File: config.mk
export PLATFORM = sky130hd
export DESIGN_NAME = i2cbr_recovery
export DESIGN_NICKNAME = d
export VERILOG_FILES = /design/src/i2cbr_pkg.sv /design/src/i2cbr_recovery.sv
export VERILOG_INCLUDE_DIRS = /design/src
export SDC_FILE = /design/constraint.sdc
export NUM_CORES = 1
export LEC_CHECK = 0
export BUFFER_PORTS_ARGS = -buffer_cell sky130_fd_sc_hd__buf_2
export CAP_MARGIN = 25
export CORE_MARGIN = 10
export CORE_UTILIZATION = 54
export CTS_CLUSTER_SIZE = 12
export DETAILED_ROUTE_END_ITERATION = 7
export GPL_TIMING_DRIVEN = 0
export PLACE_DENSITY = 0.91
export SYNTH_ARGS = -nofsm -noshare
export SYNTH_HDL_FRONTEND = slang
export SYNTH_SLANG_ARGS = --single-unit
export TNS_END_PERCENT = 10
File: constraint.sdc
create_clock -name clk_in -period 2.7 [get_ports clk_in]
set_clock_uncertainty 0.1 [all_clocks]
set_input_delay 0.27 -clock clk_in [delete_from_list [all_inputs] [get_ports clk_in]]
set_output_delay 0.27 -clock clk_in [all_outputs]
set_load 0.005 [all_outputs]
File: src/i2cbr_map.svh
`ifndef I2CBR_MAP_SVH
`define I2CBR_MAP_SVH
// ==========================================================
// Register offsets (byte addresses)
`define I2CBR_OFF_CTRL 8'h00
`define I2CBR_OFF_STAT 8'h04
`define I2CBR_OFF_IRQS 8'h08
`define I2CBR_OFF_IRQM 8'h0C
// ==========================================================
// Control bit positions
`define I2CBR_CTRL_ACK 2
`define I2CBR_CTRL_SI 3
`define I2CBR_CTRL_STO 4
`define I2CBR_CTRL_STA 5
`define I2CBR_CTRL_EN 6
// ==========================================================
// Status codes
`define I2CBR_ST_BERR 8'h00
`define I2CBR_ST_START 8'h08
`define I2CBR_ST_AL_ADDR 8'h38
`define I2CBR_ST_AL_RX 8'h68
`define I2CBR_ST_AL_GC 8'h78
`define I2CBR_ST_AL_SLR 8'hB0
`define I2CBR_ST_NONE 8'hF8
// ==========================================================
// Reset values and timing
`define I2CBR_CTRL_RST 8'h00
`define I2CBR_CLK_MHZ 50
`define I2CBR_HALF_NS 1250
`define I2CBR_HALF_CYC ((`I2CBR_HALF_NS * `I2CBR_CLK_MHZ) / 1000)
`endif

File: src/i2cbr_pkg.sv
package i2cbr_pkg;
    // Synchronised two-wire line levels
    typedef struct packed {
        logic scl;
        logic sda;
    } i2cbr_lines_t;
    // Arbitration loss phases reported by the transfer engine
    typedef enum logic [1:0] {
        I2CBR_AL_ADDR,
        I2CBR_AL_RX,
        I2CBR_AL_GC,
        I2CBR_AL_SLR
    } i2cbr_alphase_t;
    typedef enum {
        I2CBR_IDLE,
        I2CBR_WAIT_FREE,
        I2CBR_START_A,
        I2CBR_START_B,
        I2CBR_PULSE_LO,
        I2CBR_PULSE_HI,
        I2CBR_ACTIVE
    } i2cbr_state_t;
endpackage

File: src/i2cbr_recovery.sv
`timescale 1ns/1ps
`include "i2cbr_map.svh"
// Operation
// - Yield on foreign repeated START, no interrupt
// - After STOP, retry with normal START
// - Arbitration loss reports one of four codes
// - Start request waits for free bus
// - Forced access: no STOP, bus free, self-clear
// - Held-low clock line stalls the START sequence
// - Held-low data line: send extra clocks
// - Retry START after each two pulses
// - Data released: START and code 08H
// - Same recovery for forced or repeated START
// - START or STOP mid-frame is bus error
// - Bus error only matters when involved
// - Bus error: unaddressed, release, flag, 00H
// - Undefined internal state reports 00H
// - Flag clear reads F8H
// - Stop request clears bus error silently
// - Ack enable gates address recognition
module i2cbr_recovery
    import i2cbr_pkg::*;
#(
    parameter int HALF_CYC = `I2CBR_HALF_CYC
) (
    input wire logic clk_in,
    input wire logic rst_n_in,
    input wire logic psel_in,
    input wire logic penable_in,
    input wire logic pwrite_in,
    input wire logic [7:0] paddr_in,
    input wire logic [31:0] pwdata_in,
    output logic [31:0] prdata_out,
    output logic pready_out,
    output logic pslverr_out,
    input wire logic scl_in,
    input wire logic sda_in,
    output logic scl_oe_n_out,
    output logic sda_oe_n_out,
    input wire logic xfer_active_in,
    input wire logic addr_slave_in,
    input wire logic want_rep_start_in,
    input wire logic arb_lost_in,
    input wire i2cbr_alphase_t arb_phase_in,
    input wire logic addr_match_in,
    input wire logic gcall_match_in,
    output logic addressed_out,
    output logic bus_busy_out,
    output logic start_done_out,
    output logic irq_out
);
    initial begin
        if (HALF_CYC < 2) $error("HALF_CYC too small");
    end
    // ==========================================================
    // Line synchronisers
    i2cbr_lines_t sync1_ff, sync2_ff, prev_ff;
    always_ff @(posedge clk_in) begin
        sync1_ff <= '{scl: scl_in, sda: sda_in};
        sync2_ff <= sync1_ff;
        prev_ff <= sync2_ff;
    end
    // ==========================================================
    // Bus condition detection
    wire start_seen = prev_ff.scl && sync2_ff.scl && prev_ff.sda
        && !sync2_ff.sda;
    wire stop_seen = prev_ff.scl && sync2_ff.scl && !prev_ff.sda
        && sync2_ff.sda;
    wire scl_rise = !prev_ff.scl && sync2_ff.scl;
    // ==========================================================
    // Registers
    logic [7:0] ctrl_ff, nxt_ctrl;
    logic [7:0] stat_ff, nxt_stat;
    logic [3:0] irqs_ff, irqm_ff;
    logic busy_ff, addressed_ff, yield_ff;
    logic [1:0] bitcnt_ff;
    logic [3:0] bitpos_ff;
    logic [15:0] div_ff;
    logic [1:0] pulses_ff;
    logic scl_drv_ff, sda_drv_ff, start_done_ff;
    i2cbr_state_t state_ff, nxt_state;
    wire start_request = ctrl_ff[`I2CBR_CTRL_STA];
    wire stop_request = ctrl_ff[`I2CBR_CTRL_STO];
    wire si = ctrl_ff[`I2CBR_CTRL_SI];
    wire ack_en = ctrl_ff[`I2CBR_CTRL_ACK];
    // ==========================================================
    // APB decode
    wire apb_acc = psel_in && penable_in;
    wire apb_wr = apb_acc && pwrite_in;
    wire wr_ctrl = apb_wr && paddr_in == `I2CBR_OFF_CTRL;
    wire wr_irqs = apb_wr && paddr_in == `I2CBR_OFF_IRQS;
    wire wr_irqm = apb_wr && paddr_in == `I2CBR_OFF_IRQM;
    wire addr_ok = paddr_in == `I2CBR_OFF_CTRL
        || paddr_in == `I2CBR_OFF_STAT || paddr_in == `I2CBR_OFF_IRQS
        || paddr_in == `I2CBR_OFF_IRQM;
    wire [7:0] rd_stat = si ? stat_ff : `I2CBR_ST_NONE;
    wire [31:0] rd_mux =
        paddr_in == `I2CBR_OFF_CTRL ? {24'h000000, ctrl_ff} :
        paddr_in == `I2CBR_OFF_STAT ? {24'h000000, rd_stat} :
        paddr_in == `I2CBR_OFF_IRQS ? {28'h0000000, irqs_ff} :
        paddr_in == `I2CBR_OFF_IRQM ? {28'h0000000, irqm_ff} :
        32'h00000000;
    // ==========================================================
    // Events
    wire involved = xfer_active_in || addressed_ff;
    wire frame_bad = (start_seen || stop_seen) && bitpos_ff != 4'h0;
    wire bus_err = frame_bad && involved && !yield_ff;
    wire undef_st = state_ff == I2CBR_ACTIVE && !xfer_active_in
        && !busy_ff;
    wire err_now = bus_err || undef_st;
    wire forced = start_request && stop_request && busy_ff;
    // Software clears the flag in the same write, so do not need it here
    wire recov = stop_request && stat_ff == `I2CBR_ST_BERR;
    wire foreign_rs = start_seen && busy_ff && xfer_active_in
        && want_rep_start_in && state_ff == I2CBR_ACTIVE;
    wire al_evt = arb_lost_in && !si;
    wire start_ok = state_ff == I2CBR_START_B;
    wire [7:0] al_code =
        arb_phase_in == I2CBR_AL_ADDR ? `I2CBR_ST_AL_ADDR :
        arb_phase_in == I2CBR_AL_RX ? `I2CBR_ST_AL_RX :
        arb_phase_in == I2CBR_AL_GC ? `I2CBR_ST_AL_GC :
        `I2CBR_ST_AL_SLR;
    wire [3:0] evt = {start_ok, al_evt, err_now, 1'b0};
    wire half_tick = div_ff == 16'(HALF_CYC - 1);
    // ==========================================================
    // Bit position tracking inside a frame
    always_ff @(posedge clk_in) begin
        if (!rst_n_in || start_seen || stop_seen) begin
            bitpos_ff <= 4'h0;
        end else if (scl_rise) begin
            bitpos_ff <= bitpos_ff == 4'h8 ? 4'h0 : bitpos_ff + 4'h1;
        end
    end
    // ==========================================================
    // Recovery sequencer
    always_comb begin
        nxt_state = state_ff;
        case (state_ff)
            I2CBR_IDLE: begin
                if (start_request && !si && !yield_ff) begin
                    nxt_state = I2CBR_WAIT_FREE;
                end
            end
            I2CBR_WAIT_FREE: begin
                if (!sync2_ff.scl) begin
                    nxt_state = I2CBR_WAIT_FREE;
                end else if (!busy_ff || forced) begin
                    nxt_state = sync2_ff.sda ? I2CBR_START_A
                        : I2CBR_PULSE_LO;
                end
            end
            I2CBR_START_A: begin
                if (half_tick) begin
                    nxt_state = I2CBR_START_B;
                end
            end
            I2CBR_START_B: nxt_state = I2CBR_ACTIVE;
            I2CBR_PULSE_LO: begin
                if (half_tick) begin
                    nxt_state = I2CBR_PULSE_HI;
                end
            end
            I2CBR_PULSE_HI: begin
                if (half_tick && sync2_ff.scl) begin
                    if (pulses_ff == 2'd1) begin
                        nxt_state = I2CBR_WAIT_FREE;
                    end else begin
                        nxt_state = I2CBR_PULSE_LO;
                    end
                end
            end
            I2CBR_ACTIVE: begin
                if (err_now || foreign_rs || !xfer_active_in) begin
                    nxt_state = I2CBR_IDLE;
                end
            end
            default: nxt_state = I2CBR_IDLE;
        endcase
    end
    // ==========================================================
    // Control and status next values
    always_comb begin
        nxt_ctrl = ctrl_ff;
        nxt_stat = stat_ff;
        if (wr_ctrl) begin
            nxt_ctrl = pwdata_in[7:0];
        end
        if (forced || recov) begin
            nxt_ctrl[`I2CBR_CTRL_STO] = 1'b0;
        end
        if (start_ok) begin
            nxt_ctrl[`I2CBR_CTRL_STA] = 1'b0;
            nxt_ctrl[`I2CBR_CTRL_SI] = 1'b1;
            nxt_stat = `I2CBR_ST_START;
        end
        if (al_evt) begin
            nxt_ctrl[`I2CBR_CTRL_SI] = 1'b1;
            nxt_stat = al_code;
        end
        if (err_now) begin
            nxt_ctrl[`I2CBR_CTRL_SI] = 1'b1;
            nxt_stat = `I2CBR_ST_BERR;
        end
    end
    // ==========================================================
    // Register updates
    always_ff @(posedge clk_in) begin
        if (!rst_n_in) begin
            ctrl_ff <= `I2CBR_CTRL_RST;
            stat_ff <= `I2CBR_ST_NONE;
            irqs_ff <= 4'h0;
            irqm_ff <= 4'h0;
        end else begin
            ctrl_ff <= nxt_ctrl;
            stat_ff <= nxt_stat;
            irqs_ff <= (irqs_ff & ~(wr_irqs ? pwdata_in[3:0] : 4'h0))
                | evt;
            irqm_ff <= wr_irqm ? pwdata_in[3:0] : irqm_ff;
        end
    end
    // ==========================================================
    // Busy, yield and addressed tracking
    always_ff @(posedge clk_in) begin
        if (!rst_n_in) begin
            busy_ff <= 1'b0;
            yield_ff <= 1'b0;
            addressed_ff <= 1'b0;
        end else begin
            if (start_seen) begin
                busy_ff <= 1'b1;
            end else if (stop_seen || forced || recov) begin
                busy_ff <= 1'b0;
            end
            if (foreign_rs) begin
                yield_ff <= 1'b1;
            end else if (stop_seen || forced) begin
                yield_ff <= 1'b0;
            end
            if (err_now || recov || stop_seen) begin
                addressed_ff <= 1'b0;
            end else if (addr_slave_in && ack_en
                && (addr_match_in || gcall_match_in)) begin
                addressed_ff <= 1'b1;
            end
        end
    end
    // ==========================================================
    // Sequencer, divider and line drive
    always_ff @(posedge clk_in) begin
        if (!rst_n_in) begin
            state_ff <= I2CBR_IDLE;
            div_ff <= 16'h0000;
            pulses_ff <= 2'd0;
            scl_drv_ff <= 1'b0;
            sda_drv_ff <= 1'b0;
            start_done_ff <= 1'b0;
        end else begin
            state_ff <= nxt_state;
            div_ff <= (half_tick || nxt_state != state_ff) ? 16'h0000
                : div_ff + 16'h0001;
            if (state_ff == I2CBR_PULSE_HI && nxt_state != state_ff) begin
                pulses_ff <= pulses_ff + 2'd1;
            end else if (state_ff == I2CBR_WAIT_FREE) begin
                pulses_ff <= 2'd0;
            end
            scl_drv_ff <= nxt_state == I2CBR_PULSE_LO;
            sda_drv_ff <= nxt_state == I2CBR_START_A
                || nxt_state == I2CBR_START_B;
            start_done_ff <= start_ok;
        end
    end
    // ==========================================================
    // APB answer and outputs
    always_ff @(posedge clk_in) begin
        if (!rst_n_in) begin
            prdata_out <= 32'h00000000;
            pready_out <= 1'b0;
            pslverr_out <= 1'b0;
            irq_out <= 1'b0;
            addressed_out <= 1'b0;
            bus_busy_out <= 1'b0;
        end else begin
            pready_out <= psel_in && !penable_in;
            pslverr_out <= psel_in && !penable_in && !addr_ok;
            prdata_out <= rd_mux;
            irq_out <= |(irqs_ff & irqm_ff);
            addressed_out <= addressed_ff;
            bus_busy_out <= busy_ff;
        end
    end
    assign scl_oe_n_out = !scl_drv_ff;
    assign sda_oe_n_out = !sda_drv_ff;
    assign start_done_out = start_done_ff;
    // ==========================================================
    // Checks
    a_flag_clear_code: assert property (@(posedge clk_in)
        disable iff (!rst_n_in) !si |-> rd_stat == `I2CBR_ST_NONE)
        else $error("status not F8 while flag clear");
    a_berr_sets_code: assert property (@(posedge clk_in)
        disable iff (!rst_n_in) err_now |=> si
        && stat_ff == `I2CBR_ST_BERR && !addressed_ff)
        else $error("bus error not reported");
    a_forced_clears_sto: assert property (@(posedge clk_in)
        disable iff (!rst_n_in) forced && !wr_ctrl |=> !stop_request && !busy_ff)
        else $error("forced access not handled");
    a_start_code: assert property (@(posedge clk_in)
        disable iff (!rst_n_in) start_ok && !err_now && !al_evt
        |=> stat_ff == `I2CBR_ST_START && si)
        else $error("start code missing");
    a_yield_release: assert property (@(posedge clk_in)
        disable iff (!rst_n_in) foreign_rs |=> ##1 sda_oe_n_out)
        else $error("bus not released on yield");
    a_idle_ignore: assert property (@(posedge clk_in)
        disable iff (!rst_n_in) frame_bad && !involved |=> !$rose(si)
        || stat_ff != `I2CBR_ST_BERR)
        else $error("error flagged while uninvolved");
    a_recov_sto: assert property (@(posedge clk_in)
        disable iff (!rst_n_in) recov && !wr_ctrl |=> !stop_request && !busy_ff)
        else $error("bus error recovery failed");
    a_pulse_drive: assert property (@(posedge clk_in)
        disable iff (!rst_n_in) state_ff == I2CBR_PULSE_LO
        |-> !scl_oe_n_out && sda_oe_n_out)
        else $error("recovery pulse drive wrong");
endmodule

# == Yosys cells after proc, flatten, opt, wreduce, memory -nomap -nowiden ==
# Index checks and enable logic that the tools add are counted.
# totals
ff_bits,127
inputBits,55
out_inout_bits,40
wordCells,175
# classes
add_sub_neg,3
n_eq_ne,22
n_mux,33
bitwise,5
reduce_logical,81
# op_table
cell,count
32-bit two-way mux,7
32-bit one-hot mux with 7 select lines,1
"32-bit by 3-bit equality test with 1-bit output, second input constant",6
"32-bit by 2-bit equality test with 1-bit output, second input constant",3
"32-bit by 4-bit equality test with 1-bit output, second input constant",3
8-bit two-way mux,9
"32-bit by 1-bit equality test with 1-bit output, second input constant",1
1-bit logical AND,32
32-bit logical NOT,1
32-bit inequality test,1
4-bit two-way mux,5
1-bit logical OR,19
"16-bit by 1-bit adder with 16-bit output, second input constant",1
"16-bit by 6-bit equality test with 1-bit output, second input constant",1
"8-bit by 4-bit equality test with 1-bit output, second input constant",2
8-bit logical NOT,2
1-bit logical NOT,12
2-bit OR reduction,5
4-bit AND,2
"8-bit by 3-bit equality test with 1-bit output, second input constant",1
2-bit nonzero test,4
4-bit nonzero test,2
4-bit OR reduction,2
1-bit two-way mux,7
12 further kinds,15

# == Logic depth before layout (Yosys ltp) ==
# logic_depth
word_depth,15
ltp_mapped,9

# == Worst setup path after synthesis ==
# No wires, ideal clock.
# synth_timing
path_kind,input -> register
from,input paddr_in[5]
to,register ctrl_ff[3]
setup_ns,0.125
arrival_ns,2.163
required_ns,2.475
path_slack_ns,0.311
cell_stages,6
n_path_buf,0
cell_sequence,or4_1 -> nor3_2 -> nand4_1 -> nor3_4 -> mux2_1 -> o41a_1
# synth_via
elab_chain_len,3
# synth_rtl
element,line,text
"start, declared",i2cbr_recovery.sv:31,"input wire logic [7:0] paddr_in,"
8-bit logical NOT (no line),n/a,
1-bit logical AND (no line),n/a,
4-bit nonzero test (no line),n/a,
"end signal, assigned",i2cbr_recovery.sv:209,ctrl_ff <= `I2CBR_CTRL_RST;
"end signal, assigned",i2cbr_recovery.sv:214,ctrl_ff <= nxt_ctrl;
"end, declared",i2cbr_recovery.sv:72,"logic [7:0] ctrl_ff, nxt_ctrl;"
# No other way between the ends.
# A chain may end at the register's enable or synchronous reset.

# == Final worst setup path ==
# layout_timing
from,register state_ff[8]
to,register div_ff[7]
# layout_via
elab_chain_len,11
# layout_rtl
element,line,text
"start, declared",i2cbr_recovery.sv:81,"i2cbr_state_t state_ff, nxt_state;"
"start signal, assigned",i2cbr_recovery.sv:258,state_ff <= nxt_state;
32-bit by 4-bit equality test with 1-bit output,"i2cbr_recovery.sv:108, i2cbr_recovery.sv:115",
1-bit logical AND,i2cbr_recovery.sv:108,wire undef_st = state_ff == I2CBR_ACTIVE && !xfer_active_in
1-bit logical AND,i2cbr_recovery.sv:109,&& !busy_ff;
1-bit logical OR,i2cbr_recovery.sv:110,wire err_now = bus_err || undef_st;
1-bit logical OR (2 in series),i2cbr_recovery.sv:173,if (err_now || foreign_rs || !xfer_active_in) begin
32-bit two-way mux,i2cbr_recovery.sv:173,
32-bit one-hot mux with 7 select lines,i2cbr_recovery.sv:138,case (state_ff)
32-bit inequality test *,i2cbr_recovery.sv:259,div_ff <= (half_tick || nxt_state != state_ff) ? 16'h0000
1-bit logical OR *,i2cbr_recovery.sv:259,
2-bit OR reduction (no line) *,n/a,
"end signal, assigned",i2cbr_recovery.sv:259,
"end, declared",i2cbr_recovery.sv:78,logic [15:0] div_ff;
# Mark *: on every way between the ends. The rest lies on a longest branch, timed or not.

==> flow_summary_export.csv <==
group,metric,value,unit
run_status,status,"finished clean",
timing,fin_crit_sh,0.923,
critical_path,max_stage_delay,0.33,ns
critical_path,slowest_stage,"nor4_1",
routing,vias,3315,
pwr,power_density,558,nW/um^2
clock_tree,clk_latency,0.37,ns
timing,max-slew-margin-rel,0.610,
finish,syn2layout_area_growth,20.4,%
critical_path,path_cells,"nor4_1, nand4_1, buf_4, or2_1, buf_6, o21bai_2, a21o_1, clkbuf_4, a211oi_2",
yosys,yosysSeqAreaShare,0.479,
critical_path,crit_buf_inv,3,
clock_tree,clockBufferDepth,2,
routing,routed_via_density,5.14,
timing,rsz0062_at_grt,"false",
die,die_y,108,microns
clock_tree,root_buffer,"clkbuf_8",
yosys,synthArstFlopShare,0,
timing,finalCriticalPeriod,2.49,ns
yosys,synth_edf_count,0,
yosys,yosys_warnings,0,
critical_path,crit_fanout,10,
routing,wire_per_inst,14.0,microns
routing,drcViolationCount,0,
timing,maxSlewViolCount,0,
timing,setup_viol,0,
placement,numPortBuffers,45,
routing,drtPass1Iterations,4,
timing,hold_viol,0,
grt,grt_pass1_vias,3366,
critical_path,critPathTopFamily,"compound AO/OA/AOI/OAI gates",
clock_tree,numCtsBuffers,9,
timing,hold_slack,0.0429,ns
critical_path,critPathKind,"reg -> reg",
finish,finalNonFillerCells,645,
timing,fmax,401,MHz
clock_tree,clkSinkCount,100,
yosys,netlist_area,4180,sq um
clock_tree,path_clk_slew,0.10,ns
placement,dp_cells,624,
clock_tree,htree_levels,3,
finish,n_antenna_cell,0,
grt,grt_max_degree,20,
placement,dp_slack,-0.113,ns
timing,layout_setup_ws,0.209,ns
critical_path,arrival,2.68,ns
yosys,synthDistinctLibCells,60,
grt,grt_usage,0.157,
die,initial_utilization,0.549,
grt,grt_overflow,0,
grt,antenna_found_initial,0,
yosys,syn_area_per_cell,9.83,sq um
die,num_rows,32,
finish,layout.nets,601,
die,die_area,11700,sq um
routing,drt_wl_total,9040,microns
flow_run,maxCapViolations,0,
clock_tree,tritoncts,"built",
placement,hpwlAfterDp,6800,microns
critical_path,cp.required,2.89,ns
yosys,ys_seq_elements,100,
finish,drive_above_1_share,0.206,
die,core-area,7610,sq um
hold_path,min-delay-path-class,"in -> reg",
routing,drtIter0Drc,238,
pwr,cellLeakagePower,0.00209,uW
yosys,syn_inst,425,
die,chipWidth,108,microns
critical_path,start_kind,"flip-flop",
routing,drtAntennaViolNets,0,
pwr,vdd_drop_max,0.358,mV
placement,routabilityCongestion,0.907,
yosys,yosys_most_used_dff,"dfxtp_1",
critical_path,cp-end-kind,"flip-flop",
die,io_pins,95,
grt,grt_pass1_wl,14900,microns
timing,worst_slew_pin_slew,0.583,ns
==> synthesized netlist by cell type, drive strengths merged (2+ instances only) <==
cell type | number | area [sq um]
inv | 15 | 56.3
o21ai | 11 | 55.1
nand3 | 11 | 55.1
nor4 | 12 | 103
a2bb2oi | 3 | 26.3
a21boi | 2 | 15.0
nand2 | 29 | 111
nor3 | 15 | 96.4
and2 | 6 | 37.5
nand2b | 4 | 25.0
nand4 | 7 | 43.8
a31oi | 6 | 37.5
dfxtp | 100 | 2000
ha | 8 | 100
o21bai | 2 | 26.3
nand3b | 5 | 37.5
nor2 | 37 | 139
and3 | 6 | 37.5
nand4b | 3 | 26.3
xor2 | 11 | 96.3
o41a | 2 | 22.5
a211oi | 17 | 178
or2 | 2 | 12.5
nor4b | 3 | 26.3
a22oi | 3 | 22.5
and4 | 4 | 35.0
or4 | 3 | 22.5
mux2i | 16 | 160
o21a | 3 | 22.5
buf | 29 | 216
clkbuf | 11 | 41.3
o22a | 2 | 17.5
nor2b | 6 | 37.5
a21oi | 9 | 45.0
a21bo | 2 | 20.0
xnor2 | 8 | 70.1
==> worst min-delay path, delay by kind of cell <==
family | cells | cell delay [ns]
buffers and inverters | 1 | 0.08
muxes | 1 | 0.06
and+or+nand+nor | 1 | 0.08
==> flip-flops by register name, indices dropped and copies added (netlist names), 2 cells and up <==
| signal | count |
|---|---|
| sync2_ff | 2 |
| ctrl_ff | 8 |
| prdata_out | 8 |
| irqs_ff | 4 |
| bitpos_ff | 4 |
| sync1_ff | 2 |
| state_ff | 32 |
| prev_ff | 2 |
| pulses_ff | 2 |
| stat_ff | 5 |
| div_ff | 16 |
| irqm_ff | 4 |
==> power by group <==
group / switching [uW] / internal, uW / total, uW
clock network: 558 / 550 / 1110
logic: 85.8 / 77.2 / 163
registers: 20.3 / 1510 / 1530
total: 664 / 2140 / 2810
==> routing by layer <==
layer  track usage  share of wire
met5             0              0
met4        0.0811          0.019
met3        0.0464          0.079
met2         0.279           0.51
met1         0.165           0.39
==> cell usage in the layout (no fill, tap or decap), types with 4 or more instances in the layout <==
| cell | Yosys | routed |
|---|---|---|
| nand3b_1 | 5 | 5 |
| and4_1 | 4 | 4 |
| nand3_1 | 11 | 11 |
| and3_1 | 6 | 6 |
| nor4_1 | 9 | 9 |
| xnor2_1 | 8 | 8 |
| dfxtp_1 | 100 | 100 |
| inv_1 | 15 | 15 |
| a211oi_1 | 7 | 7 |
| dlygate4sd3_1 | 0 | 4 |
| xor2_1 | 11 | 11 |
| nand2b_1 | 4 | 4 |
| nor2b_1 | 6 | 6 |
| a31oi_1 | 6 | 6 |
| nand4_1 | 7 | 7 |
| nand2_1 | 28 | 28 |
| o21ai_0 | 10 | 10 |
| clkbuf_8 | 0 | 9 |
| clkbuf_1 | 11 | 11 |
| nor3_1 | 12 | 12 |
| buf_4 | 24 | 25 |
| nor2_1 | 37 | 37 |
| a211oi_2 | 10 | 10 |
| ha_1 | 8 | 8 |
| a21oi_1 | 9 | 9 |
| buf_2 | 2 | 46 |
| and2_1 | 6 | 6 |
| mux2i_1 | 16 | 16 |
| conb_1 | 1 | 53 |
==> final cells by class <==
type / count / area, sq um
Fill cell: 632 / 2580
Inverter: 15 / 56.3
Multi-Input combinational cell: 322 / 2070
Clock buffer: 9 / 124
Timing Repair Buffer: 50 / 273
Clock inverter: 7 / 119
Buffer: 40 / 260
Tap cell: 102 / 128
Sequential cell: 100 / 2000
==> stage by stage <==
step / util / setup TNS [ns] / total power, uW / instance area (sq um)
floorplan: - / 0 / 1670 / 4370
global placement: 0.621 / -0.119 / 1710 / 4730
detailed placement: 0.621 / -0.113 / 1720 / 4730
CTS: 0.658 / 0 / 2820 / 5010
global route: 0.661 / 0 / 2910 / 5030
finish: 0.661 / 0 / 2810 / 5030
==> path summary, 6_finish.rpt <==
check	start	cells after the start	end	slack, ns
setup / recovery	state_ff[8]$_SDFF_PN0_	9	div_ff[7]$_SDFF_PP0_	0.21
hold / removal	pwdata_in[7]	3	ctrl_ff[7]$_SDFFE_PN0P_	0.04
setup reg to reg	state_ff[8]$_SDFF_PN0_	9	div_ff[7]$_SDFF_PP0_	0.21
hold reg to reg	sync1_ff[0]$_DFF_P_	0	sync2_ff[0]$_DFF_P_	0.24
==> logic make-up after synthesis <==
group / synth area share
AND/OR/NAND/NOR: 0.206
flip-flops: 0.479
AO/OA/AOI/OAI: 0.134
buffers and inverters: 0.0752
XOR/XNOR: 0.0398
multiplexers: 0.0410
adder cells (fa/ha/maj): 0.0240
other: 0.000898
==> timing repair <==
item | in CTS | in global routing
endpoints found under the hold margin | 4 | 0
setup buffers | 0 | 1
resized for setup | 0 | 3
endpoints found under the setup margin | 0 | 10
hold buffers | 4 | 0
No activity file was read; power rests on OpenSTA's default activity.
